`src/rtl/acs_params.svh`:
```
`ifndef ACS_PARAMS_SVH
`define ACS_PARAMS_SVH

// ==========================================================
// Timing counts in convert-clock cycles.
`define ACS_REQ_MIN_CYC 2
`define ACS_CAL_TOTAL_CYC 32775
`define ACS_LATENCY_CYC 7
`define ACS_CAL_BUSY_CYC (`ACS_CAL_TOTAL_CYC - `ACS_LATENCY_CYC)
`define ACS_POWERON_LOG2 21
`define ACS_POWERON_CYC (1 << `ACS_POWERON_LOG2)

// ==========================================================
// Widths and strap codes.
`define ACS_DATA_W 14
`define ACS_CNT_W 22
`define ACS_STRAP_REF 2'h0
`define ACS_STRAP_GND 2'h1
`define ACS_STRAP_SUP 2'h2
`define ACS_CORR_RST 16'h0000

`endif

```
`src/rtl/acs_pkg.sv`:
```
package acs_pkg;
	// Top sequencer states.
	typedef enum logic [2:0] {
		ACS_ST_POWERON,
		ACS_ST_IDLE,
		ACS_ST_REQ,
		ACS_ST_CAL,
		ACS_ST_LAT
	} acs_state_t;

	// Decoded reference range.
	typedef enum logic [1:0] {
		ACS_RANGE_2VPP,
		ACS_RANGE_4VPP,
		ACS_RANGE_EXT
	} acs_range_t;
endpackage : acs_pkg

```
`src/rtl/acs_sync.sv`:
```
`timescale 1ns/100ps
`default_nettype none
// ==========================================================
// Two-flop synchroniser for one pin level.
module acs_sync (
	input wire logic clk,
	input wire logic rstn,
	input wire logic pin_in,
	output logic pin_sync
);
	logic meta_q;
	logic sync_q;

	// The first stage is read by the second stage only.
	always_ff @(posedge clk or negedge rstn) begin
		if (!rstn) begin
			meta_q <= 1'b0;
			sync_q <= 1'b0;
		end else begin
			meta_q <= pin_in;
			sync_q <= meta_q;
		end
	end

	assign pin_sync = sync_q;
endmodule : acs_sync
`default_nettype wire

```
`src/rtl/acs_strap.sv`:
```
`timescale 1ns/100ps
`default_nettype none
`include "acs_params.svh"
// ==========================================================
// Range strap decoder; strap code comes from the pin sense comparators.
module acs_strap
	import acs_pkg::*;
(
	input wire logic clk,
	input wire logic rstn,
	input wire logic [1:0] strap_code,
	output acs_pkg::acs_range_t range_sel,
	output logic int_ref_en,
	output logic ref_buf_conn
);
	acs_range_t range_q;
	acs_range_t range_d;

	// Decode each cycle; unknown codes fall back to the external mode.
	always_comb begin
		unique case (strap_code)
			`ACS_STRAP_REF: range_d = ACS_RANGE_2VPP;
			`ACS_STRAP_GND: range_d = ACS_RANGE_4VPP;
			default: range_d = ACS_RANGE_EXT;
		endcase
	end

	// Registered after reset release, so the strap is never loaded asynchronously.
	always_ff @(posedge clk or negedge rstn) begin
		if (!rstn) begin
			range_q <= ACS_RANGE_EXT;
		end else begin
			range_q <= range_d;
		end
	end

	assign range_sel = range_q;
	assign int_ref_en = (range_q != ACS_RANGE_EXT);
	assign ref_buf_conn = (range_q != ACS_RANGE_EXT);
endmodule : acs_strap
`default_nettype wire

```
`src/rtl/acs_seq.sv`:
```
// Function
// - Clear correction registers on request rising edge.
// - Start calibration on request falling edge.
// - Finish calibration within 32775 cycles total.
// - Busy flag high throughout calibration.
// - Output bus forced zero during calibration.
// - Analog inputs disabled during calibration.
// - Busy flag low when calibration completes.
// - First valid word seven cycles after busy.
// - Power-on delay of 2^21 cycles, self-calibrate.
// - Decode range strap: 2Vpp, 4Vpp, external.
`timescale 1ns/100ps
`default_nettype none
`include "acs_params.svh"
module acs_seq
	import acs_pkg::*;
#(
	parameter int unsigned POWERON_CYC = `ACS_POWERON_CYC
) (
	input wire logic clk,
	input wire logic rstn,
	input wire logic cal_req,
	input wire logic [1:0] strap_code,
	input wire logic [13:0] conv_data,
	output logic cal_busy,
	output logic [13:0] data_out,
	output logic data_valid,
	output logic ain_en,
	output logic ain_n_en,
	output logic corr_clear,
	output logic [15:0] corr_reg,
	output acs_pkg::acs_range_t range_sel,
	output logic int_ref_en,
	output logic ref_buf_conn
);
	import acs_pkg::*;

	localparam int unsigned CNT_W = `ACS_CNT_W;
	localparam logic [CNT_W-1:0] BUSY_LAST = CNT_W'(`ACS_CAL_BUSY_CYC - 1);
	localparam logic [CNT_W-1:0] LAT_LAST = CNT_W'(`ACS_LATENCY_CYC - 1);
	localparam logic [CNT_W-1:0] PON_LAST = CNT_W'(POWERON_CYC - 1);

	// ==========================================================
	// Pin input conditioning.
	logic req_s;
	logic req_prev_q;
	logic req_prev_d;
	logic req_rise;
	logic req_fall;

	acs_sync u_req_sync (
		.clk(clk),
		.rstn(rstn),
		.pin_in(cal_req),
		.pin_sync(req_s)
	);

	always_comb begin
		req_prev_d = req_s;
	end

	always_ff @(posedge clk or negedge rstn) begin
		if (!rstn) begin
			req_prev_q <= 1'b0;
		end else begin
			req_prev_q <= req_prev_d;
		end
	end

	assign req_rise = req_s && !req_prev_q;
	assign req_fall = !req_s && req_prev_q;

	// ==========================================================
	// Strap decoder.
	logic [1:0] strap_s;
	genvar gi;

	// The strap is a pin outside the clock domain, so each bit passes two flops.
	generate
		for (gi = 0; gi < 2; gi++) begin : g_strap_sync
			acs_sync u_strap_sync (
				.clk(clk),
				.rstn(rstn),
				.pin_in(strap_code[gi]),
				.pin_sync(strap_s[gi])
			);
		end
	endgenerate

	acs_strap u_strap (
		.clk(clk),
		.rstn(rstn),
		.strap_code(strap_s),
		.range_sel(range_sel),
		.int_ref_en(int_ref_en),
		.ref_buf_conn(ref_buf_conn)
	);

	// ==========================================================
	// Sequencer state and counter.
	acs_state_t state_q;
	acs_state_t state_d;
	logic [CNT_W-1:0] cnt_q;
	logic [CNT_W-1:0] cnt_d;
	logic [15:0] corr_q;
	logic [15:0] corr_d;
	logic clear_q;
	logic clear_d;

	// A new rising edge always restarts the request, even mid-calibration,
	// since the correction state is thrown away at that moment anyway.
	always_comb begin
		state_d = state_q;
		cnt_d = cnt_q;
		corr_d = corr_q;
		clear_d = 1'b0;
		if (req_rise) begin
			state_d = ACS_ST_REQ;
			corr_d = `ACS_CORR_RST;
			clear_d = 1'b1;
			cnt_d = '0;
		end else begin
			unique case (state_q)
				ACS_ST_POWERON: begin
					if (cnt_q == PON_LAST) begin
						state_d = ACS_ST_CAL;
						cnt_d = '0;
					end else begin
						cnt_d = cnt_q + 1'b1;
					end
				end
				ACS_ST_IDLE: begin
					cnt_d = '0;
				end
				ACS_ST_REQ: begin
					if (req_fall) begin
						state_d = ACS_ST_CAL;
						cnt_d = '0;
					end
				end
				ACS_ST_CAL: begin
					corr_d = corr_q + 16'h0001;
					if (cnt_q == BUSY_LAST) begin
						state_d = ACS_ST_LAT;
						cnt_d = '0;
					end else begin
						cnt_d = cnt_q + 1'b1;
					end
				end
				ACS_ST_LAT: begin
					if (cnt_q == LAT_LAST) begin
						state_d = ACS_ST_IDLE;
						cnt_d = '0;
					end else begin
						cnt_d = cnt_q + 1'b1;
					end
				end
			endcase
		end
	end

	always_ff @(posedge clk or negedge rstn) begin
		if (!rstn) begin
			state_q <= ACS_ST_POWERON;
			cnt_q <= '0;
			corr_q <= `ACS_CORR_RST;
			clear_q <= 1'b0;
		end else begin
			state_q <= state_d;
			cnt_q <= cnt_d;
			corr_q <= corr_d;
			clear_q <= clear_d;
		end
	end

	// ==========================================================
	// Outputs.
	logic [13:0] dout_q;
	logic [13:0] dout_d;
	logic busy_q;
	logic busy_d;
	logic valid_q;
	logic valid_d;

	// Busy covers power-on wait too, since the inputs are not yet usable.
	always_comb begin
		busy_d = (state_d == ACS_ST_CAL) || (state_d == ACS_ST_REQ) ||
			(state_d == ACS_ST_POWERON);
		valid_d = (state_d == ACS_ST_IDLE);
		dout_d = valid_d ? conv_data : '0;
	end

	always_ff @(posedge clk or negedge rstn) begin
		if (!rstn) begin
			busy_q <= 1'b1;
			valid_q <= 1'b0;
			dout_q <= '0;
		end else begin
			busy_q <= busy_d;
			valid_q <= valid_d;
			dout_q <= dout_d;
		end
	end

	assign cal_busy = busy_q;
	assign data_out = dout_q;
	assign data_valid = valid_q;
	assign ain_en = !busy_q;
	assign ain_n_en = !busy_q;
	assign corr_clear = clear_q;
	assign corr_reg = corr_q;
endmodule : acs_seq
`default_nettype wire

```
`config.mk`:
```
export PLATFORM = sky130hd
export DESIGN_NAME = acs_seq
export DESIGN_NICKNAME = d
export VERILOG_FILES = /design/src/rtl/acs_pkg.sv /design/src/rtl/acs_sync.sv /design/src/rtl/acs_strap.sv /design/src/rtl/acs_seq.sv
export VERILOG_INCLUDE_DIRS = /design/src /design/src/rtl
export SDC_FILE = /design/constraint.sdc
export NUM_CORES = 1
export LEC_CHECK = 0
export ABC_AREA = 1
export BUFFER_PORTS_ARGS = -buffer_cell sky130_fd_sc_hd__buf_2
export CAP_MARGIN = 5
export CORE_MARGIN = 4
export CORE_UTILIZATION = 40
export DETAILED_ROUTE_END_ITERATION = 10
export GPL_ROUTABILITY_DRIVEN = 0
export GPL_TIMING_DRIVEN = 0
export SYNTH_ARGS = -nofsm -noshare
export SYNTH_HDL_FRONTEND = slang
export SYNTH_SLANG_ARGS = --single-unit
```
`constraint.sdc`:
```
create_clock -name clk -period 1.8 [get_ports clk]
set_input_delay 0.09 -clock clk [delete_from_list [all_inputs] [get_ports clk]]
set_output_delay 0.09 -clock clk [all_outputs]
set_load 0.02 [all_outputs]
```
Yosys cells after proc, flatten, opt, wreduce, memory -nomap -nowiden
Index checks and enable logic that the tools add are counted.
{ "classes": {"n_addsub": 2, "reduce_logical": 11, "n_mux": 17, "n_eq_ne": 13} }
{ "op_table": {"columns": ["operator", "count"], "rows": [
  ["22-bit two-way mux", 5],
  ["22-bit case mux with 5 select lines", 1],
  ["16-bit two-way mux", 2],
  ["22-bit by 1-bit adder with 22-bit output (second input constant)", 1],
  ["22-bit by 15-bit == test with 1-bit output (second input constant)", 1],
  ["22-bit by 21-bit == test with 1-bit output (second input constant)", 1],
  ["22-bit by 3-bit == test with 1-bit output (second input constant)", 1],
  ["16-bit by 1-bit adder with 16-bit output (second input constant)", 1],
  ["3-bit two-way mux", 5],
  ["14-bit two-way mux", 1],
  ["3-bit by 2-bit == test with 1-bit output (second input constant)", 4],
  ["3-bit case mux with 4 select lines", 1],
  ["3-bit by 1-bit == test with 1-bit output (second input constant)", 2],
  ["3-bit zero test", 2],
  ["2-bit case mux with 2 select lines", 1],
  ["3-bit == test (second input constant)", 1],
  ["1-bit zero test", 3],
  ["3-bit != test (second input constant)", 1],
  ["2-bit by 1-bit == test with 1-bit output (second input constant)", 1],
  ["1-bit logical AND", 2],
  ["2-bit zero test", 1],
  ["1-bit logical OR", 2],
  ["2-bit != test (second input constant)", 1],
  ["2-bit nonzero test", 1],
  ["1-bit two-way mux", 1]
]} }
{ "totals": {"in_bits": 19, "wordCells": 58, "ff_bits": 67} }

Longest topological paths before layout
Gate-level depths: netlist of the first run.
{ "logic_depth": {"ltp_word": 8, "ltp_mapped": 13, "depth_no_buf": 12} }

Hierarchy
From an unflattened synthesis of the first run, not the netlist that was laid out.
{ "unflattened": {"cells_unflattened": 440, "hier_area_um2": 3492.1} }
{ "by_module_without_submodules": {"columns": ["mod", "seq_area_each_um2", "cells_per_inst", "area_each_um2", "instances"], "rows": [
  ["acs_seq", 1477.7, 426, 3264.4, 1],
  ["acs_sync", 50.0, 2, 50.0, 3],
  ["acs_strap", 51.3, 8, 77.6, 1]
]} }

Worst setup path before layout of the first run
Ideal clock, no wire load.
{ "synth_path": {"path_kind": "flip-flop to flip-flop", "startpoint": "reg cnt_q[1]", "endpoint": "reg cnt_q[10]", "arrival_time_ps": 1551, "synth_period_minus_slack_ps": 1672, "required_time_ps": 1679, "stages_incl_launch_ff": 14, "setup_slack_ps": 128, "setup_ps": 121, "cell_sequence": "dfrtp_1 > ha_1 > nand2_1 > nor2_2 > nand2_2 > nor2_2 > nand2_1 > o21ai_2 > inv_2 > nand2_2 > nand2_2 > inv_2 > buf_6 > nor2_1"} }
{ "synth_between": {"elab_chain_len": 4, "elab_cells_between_ends": 9, "cone_classes": "1 x add/sub; 3 x eq/ne; 5 x mux"} }
{ "synth_rtl": {"columns": ["item", "line_no", "rtl"], "rows": [
  ["start: declaration", "acs_seq.sv:103", "logic [CNT_W-1:0] cnt_q;"],
  ["start signal: assignment", "acs_seq.sv:170", "cnt_q <= cnt_d;"],
  ["22-bit by 1-bit adder with 22-bit output (tied with other cells)", "acs_seq.sv:129, acs_seq.sv:147, acs_seq.sv:155", null],
  ["22-bit two-way mux, on equally long branches", "acs_seq.sv:151, acs_seq.sv:125, acs_seq.sv:143", null],
  ["22-bit case mux with 5 select lines *", "acs_seq.sv:123", "unique case (state_q)"],
  ["22-bit two-way mux *", "acs_seq.sv:117", "if (req_rise) begin"]
]} }
Mark *: on every way between the ends. The rest lies on a longest branch, timed or not.
A chain may end at the register's enable or synchronous reset.

Final worst setup path of the first run
{ "layout_path": {"startpoint": "reg cnt_q[0]", "endpoint": "reg cnt_q[16]"} }
The elaborated chain is that of the path after synthesis.

==> metrics.md, run 1 <==
| Metric | Value |
|---|---|
| Finished Cell Area | 4750 um2 |
| Synth Warn # | 0 |
| IO Port Bufs | 57 |
| #FFs+latches synth | 67 |
| DRT Pass-1 Iters | 4 |
| Final Slew Violations | 0 |
| Number of global-route vias before repair | 2991 |
| Place WS | -0.198 ns |
| Die Span X | 102 um |
| Slew Limit Headroom | 43.7% |
| Power Dens Cells | 1140 nW/um2 |
| Crit path DAT | 2.01 ns |
| Combinational power share | 44.4% |
| Grt ovf | 0 |
| Kind of end point of the critical path | register |
| Worst Path Max Fanout | 5 |
| Post-DP Area | 3930 um2 |
| Final WS setup | 0.0217 ns |
| Final HPWL DP | 5500 um |
| Total Routing Usage GR | 16.7% |
| Overall power | 5.43 mW |
| Min-Delay Path Class | register to register |
| Sw power | 2.19 mW |
| Num ports | 58 |
| Clk root buf | clkbuf_8 |
| Status | finished, final reports clean |
| Clock network fraction of total power | 20.8% |
| Required time worst endpoint | 2.03 ns |
| Initial antenna violation count | 0 |
| Worst-margin pin slew | 0.845 ns |
| Largest register FFs | 22 |
| Die area | 10400 um2 |
| Mapped Area | 3510 um2 |
| Synth cell types | 38 |
| Largest cells by area after synthesis | dfrtp_1, nand2_1, nor2_1, inv_1, nand3_1 |
| Final Net Count | 571 |
| Share of cells above drive strength 1 | 35.0% |
| Remaining DRCs | 0 |
| Mapped Nets | 457 |
| F_max | 562 MHz |
| Detailed Route Iter0 Violations | 178 |
| Worst skew pair latency | 0.35 ns |
| P_leak | 2.33 nW |
| Largest net degree at the start of global routing | 68 |
| Placement row count | 33 |
| Final Hold Viols | 0 |
| Antenna cell count | 0 |
| RSZ-0062 raised after global routing | yes |
| Sequential fraction of the synthesis area | 47.8% |
| Period utilization | 98.8% |
| CTS max path bufs | 2 |
| Leading area contributor after synthesis | dfrtp_1 |
| Fin Clk Skew | 0.0100 ns |
| Hold slack | 0.351 ns |
| Maxcap violations | 0 |
| Crit path time final | 1.78 ns |
| Vias | 3194 |
| Clock Pin Slew Worst Setup and Hold Paths | 0.07 ns |
| First-pass GRT wire length | 13700 um |
| Mean post-synth cell area | 8.12 um2 |
| P_int | 3.24 mW |
| Num CTS Buffers | 9 |
| H-tree depth | 3 |
| Switching share of power | 40.3% |
| Crit start category | register |
| WL final | 8440 um |
| Fillcell total | 765 |
| Routed len/inst | 12.9 um |
| Synth-to-layout area growth | 35.1% |
| Setup-failing EPs final | 0 |
| Peak supply drop | 0.000640 V |
| Post-synth EDFFs | 0 |
| Core Region | 8380 um2 |
| Setup TNS | 0 ns |
| CTS tree | built |
| Syn Inst Count | 433 |
| Die height | 102 um |
| Prevailing post-synth register cell | dfrtp_1 |
| Initial Utilization | 41.9% |
| Vias per inst | 4.86 |
| TritonCTS Sinks | 67 |
| Power share of the sequential group | 34.8% |
| Setup CP Type | register to register |
| DRT antenna net count | 0 |
| Post-synth ARST share | 100% |
| Share of the synthesized area in the top cell type | 46.3% |
## critical path, stage by stage (launching register included)
cell     delay, ns
dfrtp_1       0.38
ha_2          0.20
nand2_2       0.08
nor2_4        0.13
nand2_4       0.09
nor2_4        0.12
nand2_2       0.07
o21ai_2       0.15
inv_2         0.07
nand2_4       0.08
nand2_4       0.06
inv_6         0.08
buf_6         0.12
nor2_1        0.04
## area by class of cell
type                    instances  area (um2)  share of cell area, %
well taps                     105         131                   2.77
repair buffers                103         711                   15.0
inverters                      73         282                   5.93
clock inverters                 7        51.3                   1.08
multi-input cells             286        1710                   35.9
flip-flops and latches         67        1680                   35.5
clock buffers                   9         124                   2.61
plain buffers                   7        60.1                   1.26
## logic make-up (layout without fill, tap and decap cells)
logic type                 count (synthesis)  after routing  share of synthesized area (%)
AOI/OAI and AO/OA                         32             32                           5.06
xor gates and xnor gates                  12             12                           2.99
adders and majority gates                  5              5                           1.78
buffers and inverters                     80            199                           9.47
DFF                                       67             67                           47.8
and+or+nand+nor                          237            237                           32.9
## worst paths after layout
path	start	endpoint	slack (ns)	cells past startpoint
max	cnt_q[0]$_DFFE_PN0P_	cnt_q[16]$_DFFE_PN0P_	0.02	13
min	u_req_sync.meta_q$_DFF_PN0_	u_req_sync.pin_sync$_DFF_PN0_	0.35	0
max reg2reg	cnt_q[0]$_DFFE_PN0P_	cnt_q[16]$_DFFE_PN0P_	0.02	13
min reg2reg	u_req_sync.meta_q$_DFF_PN0_	u_req_sync.pin_sync$_DFF_PN0_	0.35	0
max in group asynchronous	rstn	cnt_q[11]$_DFFE_PN0P_	0.81	2
min in group asynchronous	rstn	cnt_q[19]$_DFFE_PN0P_	0.40	2
## synthesized netlist by cell type, drive strengths merged, types with 2 or more instances
library cell  number
nor2              88
nand2             82
inv               72
dfrtp             65
nand3             34
o21ai             16
nand4             14
nor3              14
xor2              12
a21oi              9
buf                5
ha                 5
clkbuf             2
dfstp              2
o22ai              2
## layout by cell type (no fill, tap or decap), types with 3 or more instances in the layout
cell / n
a21oi_1: 8
buf_2: 57
buf_4: 27
buf_6: 3
clkbuf_8: 9
dfrtp_1: 61
dfrtp_2: 4
dlygate4sd3_1: 18
ha_1: 3
inv_1: 64
inv_2: 6
inv_6: 3
nand2_1: 66
nand2_2: 11
nand2_4: 5
nand3_1: 26
nand3_2: 7
nand4_1: 13
nor2_1: 50
nor2_2: 20
nor2_4: 18
nor3_1: 10
o21ai_0: 15
xor2_1: 12
## routing by layer
| layer | global-route usage (%) | routed length [um] | up-vias |
|---|---|---|---|
| li1 | - | - | 1593 |
| met1 | 22.3 | 3680 | 1514 |
| met2 | 27.2 | 4220 | 73 |
| met3 | 2.75 | 378 | 14 |
| met4 | 6.44 | 167 | 0 |
| met5 | 0 | 0 | - |
## stage by stage
step	cells	utilization [%]
2_1_floorplan	433	-
3_3_place_gp	595	46.9
3_5_place_dp	595	46.9
4_1_cts	643	53.6
5_1_grt	657	56.7
6_report	657	56.7
## power groups by stage
stage / sequential [mW] / combinational [mW] / clock (mW)
after global placement: 1.89 / 1.65 / 0
after global routing: 1.92 / 2.63 / 1.23
after floorplan: 2.03 / 1.06 / 0
final: 1.89 / 2.41 / 1.13
after CTS: 1.86 / 2.05 / 1.18
after detailed placement: 1.89 / 1.67 / 0
## repair_timing
item / in CTS / in global routing
gates resized for setup: 24 / 51
pin swaps: 9 / 15
setup buffers: 12 / 14
hold endpoints to repair: 82 / 0
endpoints found under the setup margin: 35 / 42
cloned: 2 / 0
hold buffers: 18 / 0
Note: power is estimated with default switching activity, not from simulation.
==> inputs of run 2 (changes only) <==
--- a/config.mk
+++ b/config.mk
@@ -16,4 +16,5 @@
 export GPL_TIMING_DRIVEN = 0
 export SYNTH_ARGS = -nofsm -noshare
 export SYNTH_HDL_FRONTEND = slang
+export SYNTH_HIERARCHICAL = 1
 export SYNTH_SLANG_ARGS = --single-unit
==> run 2 against run 1 <==
Against the previous run: the run now ends with setup timing left; combinational power fell by 2%; flip-flop and latch count unchanged; sequential share of layout area fell by 1.3 points; worst hold slack better by 0.0016 ns; clock power about the same; non-clock buffer count is 12 higher; clock-buffer cell count stayed put; cell area grew 4.2%.
==> metrics.md, run 2 <==
| Metric | Value |
|---|---|
| Failing checks | setup timing |
| Count leader, synth | nand2_1 (unchanged) |
| Crit start category | register (unchanged) |
| Largest family of logic cells by synthesized area | simple AND/OR/NAND/NOR gates (unchanged) |
| Final WS setup | -0.00256 ns (was 0.0217 ns) |
| Worst Path Max Fanout | 5 (unchanged) |
| Placement row count | 33 (unchanged) |
| Mapped Nets | 464 (was 457) |
| Initial Utilization | 41.9% (about the same) |
| Setup TNS | -0.00304 ns (was 0 ns) |
| Total Routing Usage GR | 16.4% (was 16.7%) |
| Largest cells by area after synthesis | dfrtp_1, nand2_1, inv_1, nor2_1, nand3_1 (was dfrtp_1, nand2_1, nor2_1, inv_1, nand3_1) |
| DRT antenna net count | 0 (unchanged) |
| Crit-path leading delay family | simple AND/OR/NAND/NOR gates (unchanged) |
| Mapped Area | 3490 um2 (was 3510 um2) |
| Die height | 101 um (was 102 um) |
| Most frequent cells in the layout | inv_1, nand2_1, dfrtp_1, buf_2, nor2_1 (was nand2_1, inv_1, dfrtp_1, buf_2, nor2_1) |
| Largest register FFs | 22 (unchanged) |
| #FFs+latches synth | 67 (unchanged) |
| Setup CP Type | register to register (unchanged) |
| Crit path DAT | 2.10 ns (was 2.01 ns) |
| Num CTS Buffers | 9 (unchanged) |
| Min-Delay Path Class | register to register (unchanged) |
| Post-synth EDFFs | 0 (unchanged) |
| Overall power | 5.38 mW (was 5.43 mW) |
| Die Span X | 101 um (was 102 um) |
| First-pass GRT wire length | 13300 um (was 13700 um) |
| Status | finished with violations (was finished, final reports clean) |
| Worst skew pair latency | 0.36 ns (was 0.35 ns) |
| Slowest stage cell, crit path | dfrtp_1 (unchanged) |
| DRT Pass-1 Iters | 4 (unchanged) |
| Required time worst endpoint | 2.10 ns (was 2.03 ns) |
| Share of the synthesized area in the top cell type | 46.6% (was 46.3%) |
| Synth-to-layout area growth | 41.6% (was 35.1%) |
| Remaining DRCs | 0 (unchanged) |
| Compound-cell area share of the yosys netlist | 5.12% (was 5.06%) |
| H-tree depth | 3 (unchanged) |
| Setup-failing EPs final | 2 (was 0) |
| Top cells by count, synth | nand2_1, inv_1, nor2_1, dfrtp_1, nand3_1 (was nand2_1, nor2_1, inv_1, dfrtp_1, nand3_1) |
| CTS tree | built (unchanged) |
| Prevailing post-synth register cell | dfrtp_1 (unchanged) |
| Core Region | 8340 um2 (was 8380 um2) |
| Antenna cell count | 0 (unchanged) |
| Post-Synth Simple-Gate Area | 32.0% (was 32.9%) |
| Vias per inst | 4.85 (was 4.86) |
| Multiplexer share of the synthesized area | 0% (unchanged) |
| Grt ovf | 0 (unchanged) |
| Worst-margin pin slew | 0.864 ns (was 0.845 ns) |
| Commonest non-fill, non-tap cell in the layout | inv_1 (was nand2_1) |
| Mean post-synth cell area | 7.94 um2 (was 8.12 um2) |
| Final Slew Violations | 0 (unchanged) |
| Die area | 10300 um2 (was 10400 um2) |
| Kind of end point of the critical path | register (unchanged) |
| Maxcap violations | 0 (unchanged) |
| F_max | 555 MHz (was 562 MHz) |
| Post-DP Area | 3910 um2 (was 3930 um2) |
| Finished Cell Area | 4950 um2 (was 4750 um2) |
| Synth cell types | 30 (was 38) |
| RSZ-0062 raised after global routing | yes (unchanged) |
| Sequential fraction of the synthesis area | 48.1% (was 47.8%) |
| Share of cells above drive strength 1 | 35.4% (was 35.0%) |
| Critical Path Max Stage Delay | 0.44 ns (was 0.38 ns) |
| CP cell instances | nor2_1 > nand2_2 > nor2_2 > nand3_2 > nand2_2 > nand3_2 > nor2_4 > nand4_4 > clkbuf_16 > nor2_4 (was ha_2 > nand2_2 > nor2_4 > nand2_4 > nor2_4 > nand2_2 > o21ai_2 > inv_2 > nand2_4 > nand2_4 > inv_6 > buf_6 > nor2_1) |
| Power Dens Cells | 1090 nW/um2 (was 1140 nW/um2) |
| Clock Pin Slew Worst Setup and Hold Paths | 0.08 ns (was 0.07 ns) |
| Initial antenna violation count | 0 (unchanged) |
| Number of global-route vias before repair | 2980 (was 2991) |
| P_leak | 2.42 nW (was 2.33 nW) |
| Num ports | 58 (unchanged) |
| IO Port Bufs | 57 (unchanged) |
| Vias | 3277 (was 3194) |
| Buffers and inverters on the worst path | 1 (was 3) |
| Crit path time final | 1.80 ns (was 1.78 ns) |
| Final Hold Viols | 0 (unchanged) |
| Place WS | -0.342 ns (was -0.198 ns) |
| Post-synth ARST share | 100% (unchanged) |
| Final Net Count | 590 (was 571) |
| Routed len/inst | 13.3 um (was 12.9 um) |
| Final HPWL DP | 5640 um (was 5500 um) |
| Largest net degree at the start of global routing | 68 (unchanged) |
| Synth Warn # | 6 (was 0) |
| Fin Clk Skew | 0.00865 ns (was 0.0100 ns) |
| Detailed Route Iter0 Violations | 146 (was 178) |
| Period utilization | 100% (was 98.8%) |
| CTS max path bufs | 2 (unchanged) |
| Syn Inst Count | 440 (was 433) |
| Clk root buf | clkbuf_8 (unchanged) |
| Peak supply drop | 0.000785 V (was 0.000640 V) |
| Synth Area in XOR/XNOR | 3.26% (was 2.99%) |
| Leading area contributor after synthesis | dfrtp_1 (unchanged) |
| Post-synthesis adder-cell area fraction | 1.79% (was 1.78%) |
| Slew Limit Headroom | 42.4% (was 43.7%) |
| TritonCTS Sinks | 67 (unchanged) |
| WL final | 8960 um (was 8440 um) |
## run 2: cell types whose count changed after synthesis, moves of 2 or more
cell / previous run / this run
a21oi_1: 9 / 13
inv_1: 68 / 72
nor2_1: 72 / 69
nor2_2: 4 / 14
nor2_4: 12 / 2
nor4_1: 1 / 3
## run 2: path summary, 6_finish.rpt
path | depth (start not counted) | endpoint | slack [ns] | start
hold / removal | 0 | g_strap_sync[1].u_strap_sync/pin_sync$_DFF_PN0_ | 0.35 | g_strap_sync[1].u_strap_sync/meta_q$_DFF_PN0_
setup reg to reg | 10 | data_out[4]$_DFF_PN0_ | -0.003 | cnt_q[15]$_DFFE_PN0P_
max in group asynchronous | 2 | cnt_q[17]$_DFFE_PN0P_ | 0.79 | rstn
hold reg to reg | 0 | g_strap_sync[1].u_strap_sync/pin_sync$_DFF_PN0_ | 0.35 | g_strap_sync[1].u_strap_sync/meta_q$_DFF_PN0_
min in group asynchronous | 2 | corr_reg[13]$_DFFE_PN0P_ | 0.39 | rstn
setup / recovery | 10 | data_out[4]$_DFF_PN0_ | -0.003 | cnt_q[15]$_DFFE_PN0P_
## run 2: layout make-up
type                            count  area [um2]
Tap cell                          105         131
Fill cell                         741        3390
Timing Repair Buffer              115         832
Multi-Input combinational cell    289        1750
Clock buffer                        9         124
Clock inverter                      7        52.6
Sequential cell                    67        1690
Inverter                           77         304
Buffer                              7        63.8
## run 2: cell families after synthesis
logic type | Yosys count
and+or+nand+nor | 237
buffers and inverters | 84
DFF | 67
AOI/OAI and AO/OA | 34
xor gates and xnor gates | 13
adders and majority gates | 5
## run 2: repair_timing
action                                 CTS  global route
gates resized for setup                 14            73
pin swaps                                3            24
buffers inserted                         4            34
hold buffers                            18             0
endpoints found under the hold margin   82             0
gates cloned                             0             2
setup endpoints to repair               35            37
## run 2: worst reg2reg max path, cell delays in order, from the launching register on
cell and delay (ns):
dfrtp_1 0.44, nor2_1 0.16, nand2_2 0.06, nor2_2 0.16, nand3_2 0.10, nand2_2 0.09
nand3_2 0.10, nor2_4 0.14, nand4_4 0.18, clkbuf_16 0.23, nor2_4 0.09
## run 2: per-stage QoR
| stage | util (%) | std cells | hold slack [ns] |
|---|---|---|---|
| floorplan | - | 440 | -0.206 |
| global placement | 46.9 | 602 | 0.198 |
| detailed placement | 46.9 | 602 | 0.201 |
| CTS | 52.2 | 640 | 0.356 |
| global route | 59.3 | 676 | 0.358 |
| finish | 59.3 | 676 | 0.352 |
## run 2: where the power goes
part | leakage (nW) | internal [mW] | switching [mW] | total (mW)
logic | 1.44 | 1.04 | 1.33 | 2.36
clock network | 0.0896 | 0.506 | 0.653 | 1.16
registers | 0.883 | 1.70 | 0.153 | 1.86
total | 2.42 | 3.25 | 2.13 | 5.38
## run 2: routing by layer
metal  share of wire [%]  up-vias  GRT usage, %
met5                   0        -             0
met4                 2.1        0          7.77
met3                 4.1       16          3.03
met2                  51       54          28.0
met1                  43     1569          20.0
li1                    -     1638             -
==> inputs of run 3 (changes only) <==
--- a/config.mk
+++ b/config.mk
@@ -9,6 +9,7 @@
 export ABC_AREA = 1
 export BUFFER_PORTS_ARGS = -buffer_cell sky130_fd_sc_hd__buf_2
 export CAP_MARGIN = 5
+export CORE_ASPECT_RATIO = 0.5
 export CORE_MARGIN = 4
 export CORE_UTILIZATION = 40
 export DETAILED_ROUTE_END_ITERATION = 10
==> run 3 against run 2 <==
Against the previous run: the run still ends with setup timing left; sequential share of layout area decreased by 0.38 points; cell area increased by 0.91%; clock power increased by 58%; die area increased by 0.89%; power increased by 9.7%; first-iteration DRC count increased by 17%; sequential power about the same; non-clock buffer count decreased by 6; critical path depth unchanged; utilization increased by 1.3 points; combinational power decreased by 7%; via count decreased by 1.4%; critical path type unchanged; largest power group unchanged.
==> metrics.md, run 3 (synthesis gave the netlist of run 2 again) <==
| Metric | Value |
|---|---|
| Power share of the sequential group | 31.9% (was 34.5%) |
| Detailed Route Iter0 Violations | 171 (was 146) |
| Synth-to-layout area growth | 42.9% (was 41.6%) |
| Share of cells above drive strength 1 | 34.3% (was 35.4%) |
| RSZ-0062 raised after global routing | yes (unchanged) |
| Worst-margin pin slew | 0.865 ns (was 0.864 ns) |
| Initial antenna violation count | 0 (unchanged) |
| Switching share of power | 35.3% (was 39.6%) |
| Highest Signal Layer | met4 (unchanged) |
| Worst skew pair latency | 0.33 ns (was 0.36 ns) |
| Die area | 10400 um2 (was 10300 um2) |
| WL final | 8740 um (was 8960 um) |
| Maxcap violations | 0 (unchanged) |
| CTS max path bufs | 2 (unchanged) |
| Vias per inst | 4.77 (was 4.85) |
| Final Hold Viols | 0 (unchanged) |
| Placement row count | 23 (was 33) |
| Number of global-route vias before repair | 3057 (was 2980) |
| Clock Pin Slew Worst Setup and Hold Paths | 0.05 ns (was 0.08 ns) |
| Clock network fraction of total power | 31.0% (was 21.5%) |
| Required time worst endpoint | 2.07 ns (was 2.10 ns) |
| TritonCTS Sinks | 67 (unchanged) |
| H-tree depth | 3 (unchanged) |
| Final Slew Violations | 0 (unchanged) |
| IO Port Bufs | 57 (unchanged) |
| Remaining DRCs | 0 (unchanged) |
| Crit path time final | 1.83 ns (was 1.80 ns) |
| Period utilization | 102% (was 100%) |
| Core Region | 8230 um2 (was 8340 um2) |
| Antenna cell count | 0 (unchanged) |
| Setup-failing EPs final | 15 (was 2) |
| Setup CP Type | register to register (unchanged) |
| Vias | 3232 (was 3277) |
| Met3 wire len | 567 um (was 369 um) |
| Final WS setup | -0.0343 ns (was -0.00256 ns) |
| F_max | 545 MHz (was 555 MHz) |
| Failing checks | setup timing (unchanged) |
| Fin Clk Skew | 0.00701 ns (was 0.00865 ns) |
| P_leak | 2.44 nW (was 2.42 nW) |
| Metal-1 WL | 4160 um (was 3820 um) |
| Hold slack | 0.347 ns (was 0.352 ns) |
| Final HPWL DP | 5580 um (was 5640 um) |
| Total Routing Usage GR | 17.4% (was 16.4%) |
| Met2 wire len | 3900 um (was 4580 um) |
| Status | finished with violations (unchanged) |
| Grt ovf | 0 (unchanged) |
| Num ports | 58 (unchanged) |
| Peak supply drop | 0.000571 V (was 0.000785 V) |
| Worst Path Max Fanout | 5 (unchanged) |
| Num CTS Buffers | 9 (unchanged) |
| Post-layout util | 60.6% (was 59.3%) |
| Routed len/inst | 12.9 um (was 13.3 um) |
| DRT antenna net count | 0 (unchanged) |
| Die height | 74.1 um (was 101 um) |
| Kind of end point of the critical path | register (unchanged) |
| Final Net Count | 584 (was 590) |
| Largest net degree at the start of global routing | 68 (unchanged) |
| Sw power | 2.09 mW (was 2.13 mW) |
| Min-Delay Path Class | register to register (unchanged) |
| Crit start category | register (unchanged) |
| Most frequent cells in the layout | inv_1, nand2_1, dfrtp_1, buf_2, nor2_1 (unchanged) |
| Slew Limit Headroom | 42.3% (was 42.4%) |
| Largest register FFs | 22 (unchanged) |
| Power Dens Cells | 1180 nW/um2 (was 1090 nW/um2) |
| Combinational power share | 37.1% (was 43.9%) |
| Commonest non-fill, non-tap cell in the layout | inv_1 (unchanged) |
| Crit path DAT | 2.10 ns (about the same) |
| First-pass GRT wire length | 14400 um (was 13300 um) |
| P_int | 3.82 mW (was 3.25 mW) |
| Clk root buf | clkbuf_16 (was clkbuf_8) |
| Die Span X | 140 um (was 101 um) |
| Initial Utilization | 42.4% (was 41.9%) |
| CTS tree | built (unchanged) |
| DRT Pass-1 Iters | 4 (unchanged) |
==> run 3: cell count changes in the layout (fill, tap and decap cells not counted), moves of 3 or more <==
| cell | delta |
|---|---|
| nor2_4 | -6 |
| clkbuf_8 | -6 |
| nor2_1 | -3 |
| nor2_2 | +9 |
| dfrtp_2 | -3 |
| dfrtp_1 | +3 |
| buf_4 | -5 |
| clkbuf_16 | +9 |
| clkinv_4 | -3 |
==> run 3: cell type report <==
class,instances,area (um2)
Fill cell,744,3240
Multi-Input combinational cell,289,1720
Sequential cell,67,1690
Timing Repair Buffer,109,766
Inverter,77,300
Clock buffer,12,267
Tap cell,112,140
Buffer,7,63.8
Clock inverter,4,47.5
==> run 3: power groups by stage <==
stage / combinational (mW) / clock, mW / sequential, mW
3_5_place_dp: 1.50 / 0 / 1.87
5_1_grt: 2.43 / 1.94 / 1.90
3_3_place_gp: 1.50 / 0 / 1.87
4_1_cts: 1.84 / 1.87 / 1.86
6_report: 2.19 / 1.83 / 1.88
2_1_floorplan: 0.948 / 0 / 1.99
==> run 3: layer usage <==
metal / global-route usage (%) / vias to the layer above
met4: 5.16 / 0
li1: - / 1628
met1: 23.1 / 1511
met2: 27.6 / 83
met5: 0 / -
met3: 5.78 / 10
==> run 3: final timing paths <==
check / end / slack (ns) / cells past startpoint / startpoint
worst max-delay path: data_out[9]$_DFF_PN0_ / -0.03 / 10 / cnt_q[3]$_DFFE_PN0P_
worst min-delay path: u_req_sync/pin_sync$_DFF_PN0_ / 0.35 / 0 / u_req_sync/meta_q$_DFF_PN0_
worst max register to register: data_out[9]$_DFF_PN0_ / -0.03 / 10 / cnt_q[3]$_DFFE_PN0P_
worst min register to register: u_req_sync/pin_sync$_DFF_PN0_ / 0.35 / 0 / u_req_sync/meta_q$_DFF_PN0_
max in group asynchronous: cnt_q[17]$_DFFE_PN0P_ / 0.76 / 2 / rstn
min in group asynchronous: data_out[12]$_DFF_PN0_ / 0.39 / 2 / rstn
==> run 3: worst max-delay path, cell delays in order (launching register included) <==
cell and delay [ns]:
dfrtp_1 0.44, inv_1 0.22, nand3_4 0.11, nor2_4 0.14, nand3_2 0.09, nand2_2 0.09, nand3_2 0.06, nand2_2 0.10
nand4_4 0.21, clkbuf_16 0.24, nor2_2 0.07
==> run 3: stage by stage <==
step	cells	TNS (ns)	total power [mW]	setup WS [ns]	instance area, um2
after floorplan	440	0	2.94	0.109	3490
after global placement	609	-7.63	3.37	-0.359	3920
after detailed placement	609	-8.56	3.38	-0.398	3920
after CTS	663	-0.235	5.57	-0.0286	4660
after global routing	677	-2.79	6.27	-0.149	4990
final	677	-0.279	5.90	-0.0343	4990
==> run 3: timing repair <==
| item | 4_1_cts | 5_1_grt |
|---|---|---|
| pin swaps | 11 | 20 |
| endpoints found under the setup margin | 37 | 38 |
| hold buffers | 18 | 0 |
| setup buffers | 19 | 13 |
| resized for setup | 25 | 56 |
| cloned | 1 | 1 |
| endpoints found under the hold margin | 82 | 0 |
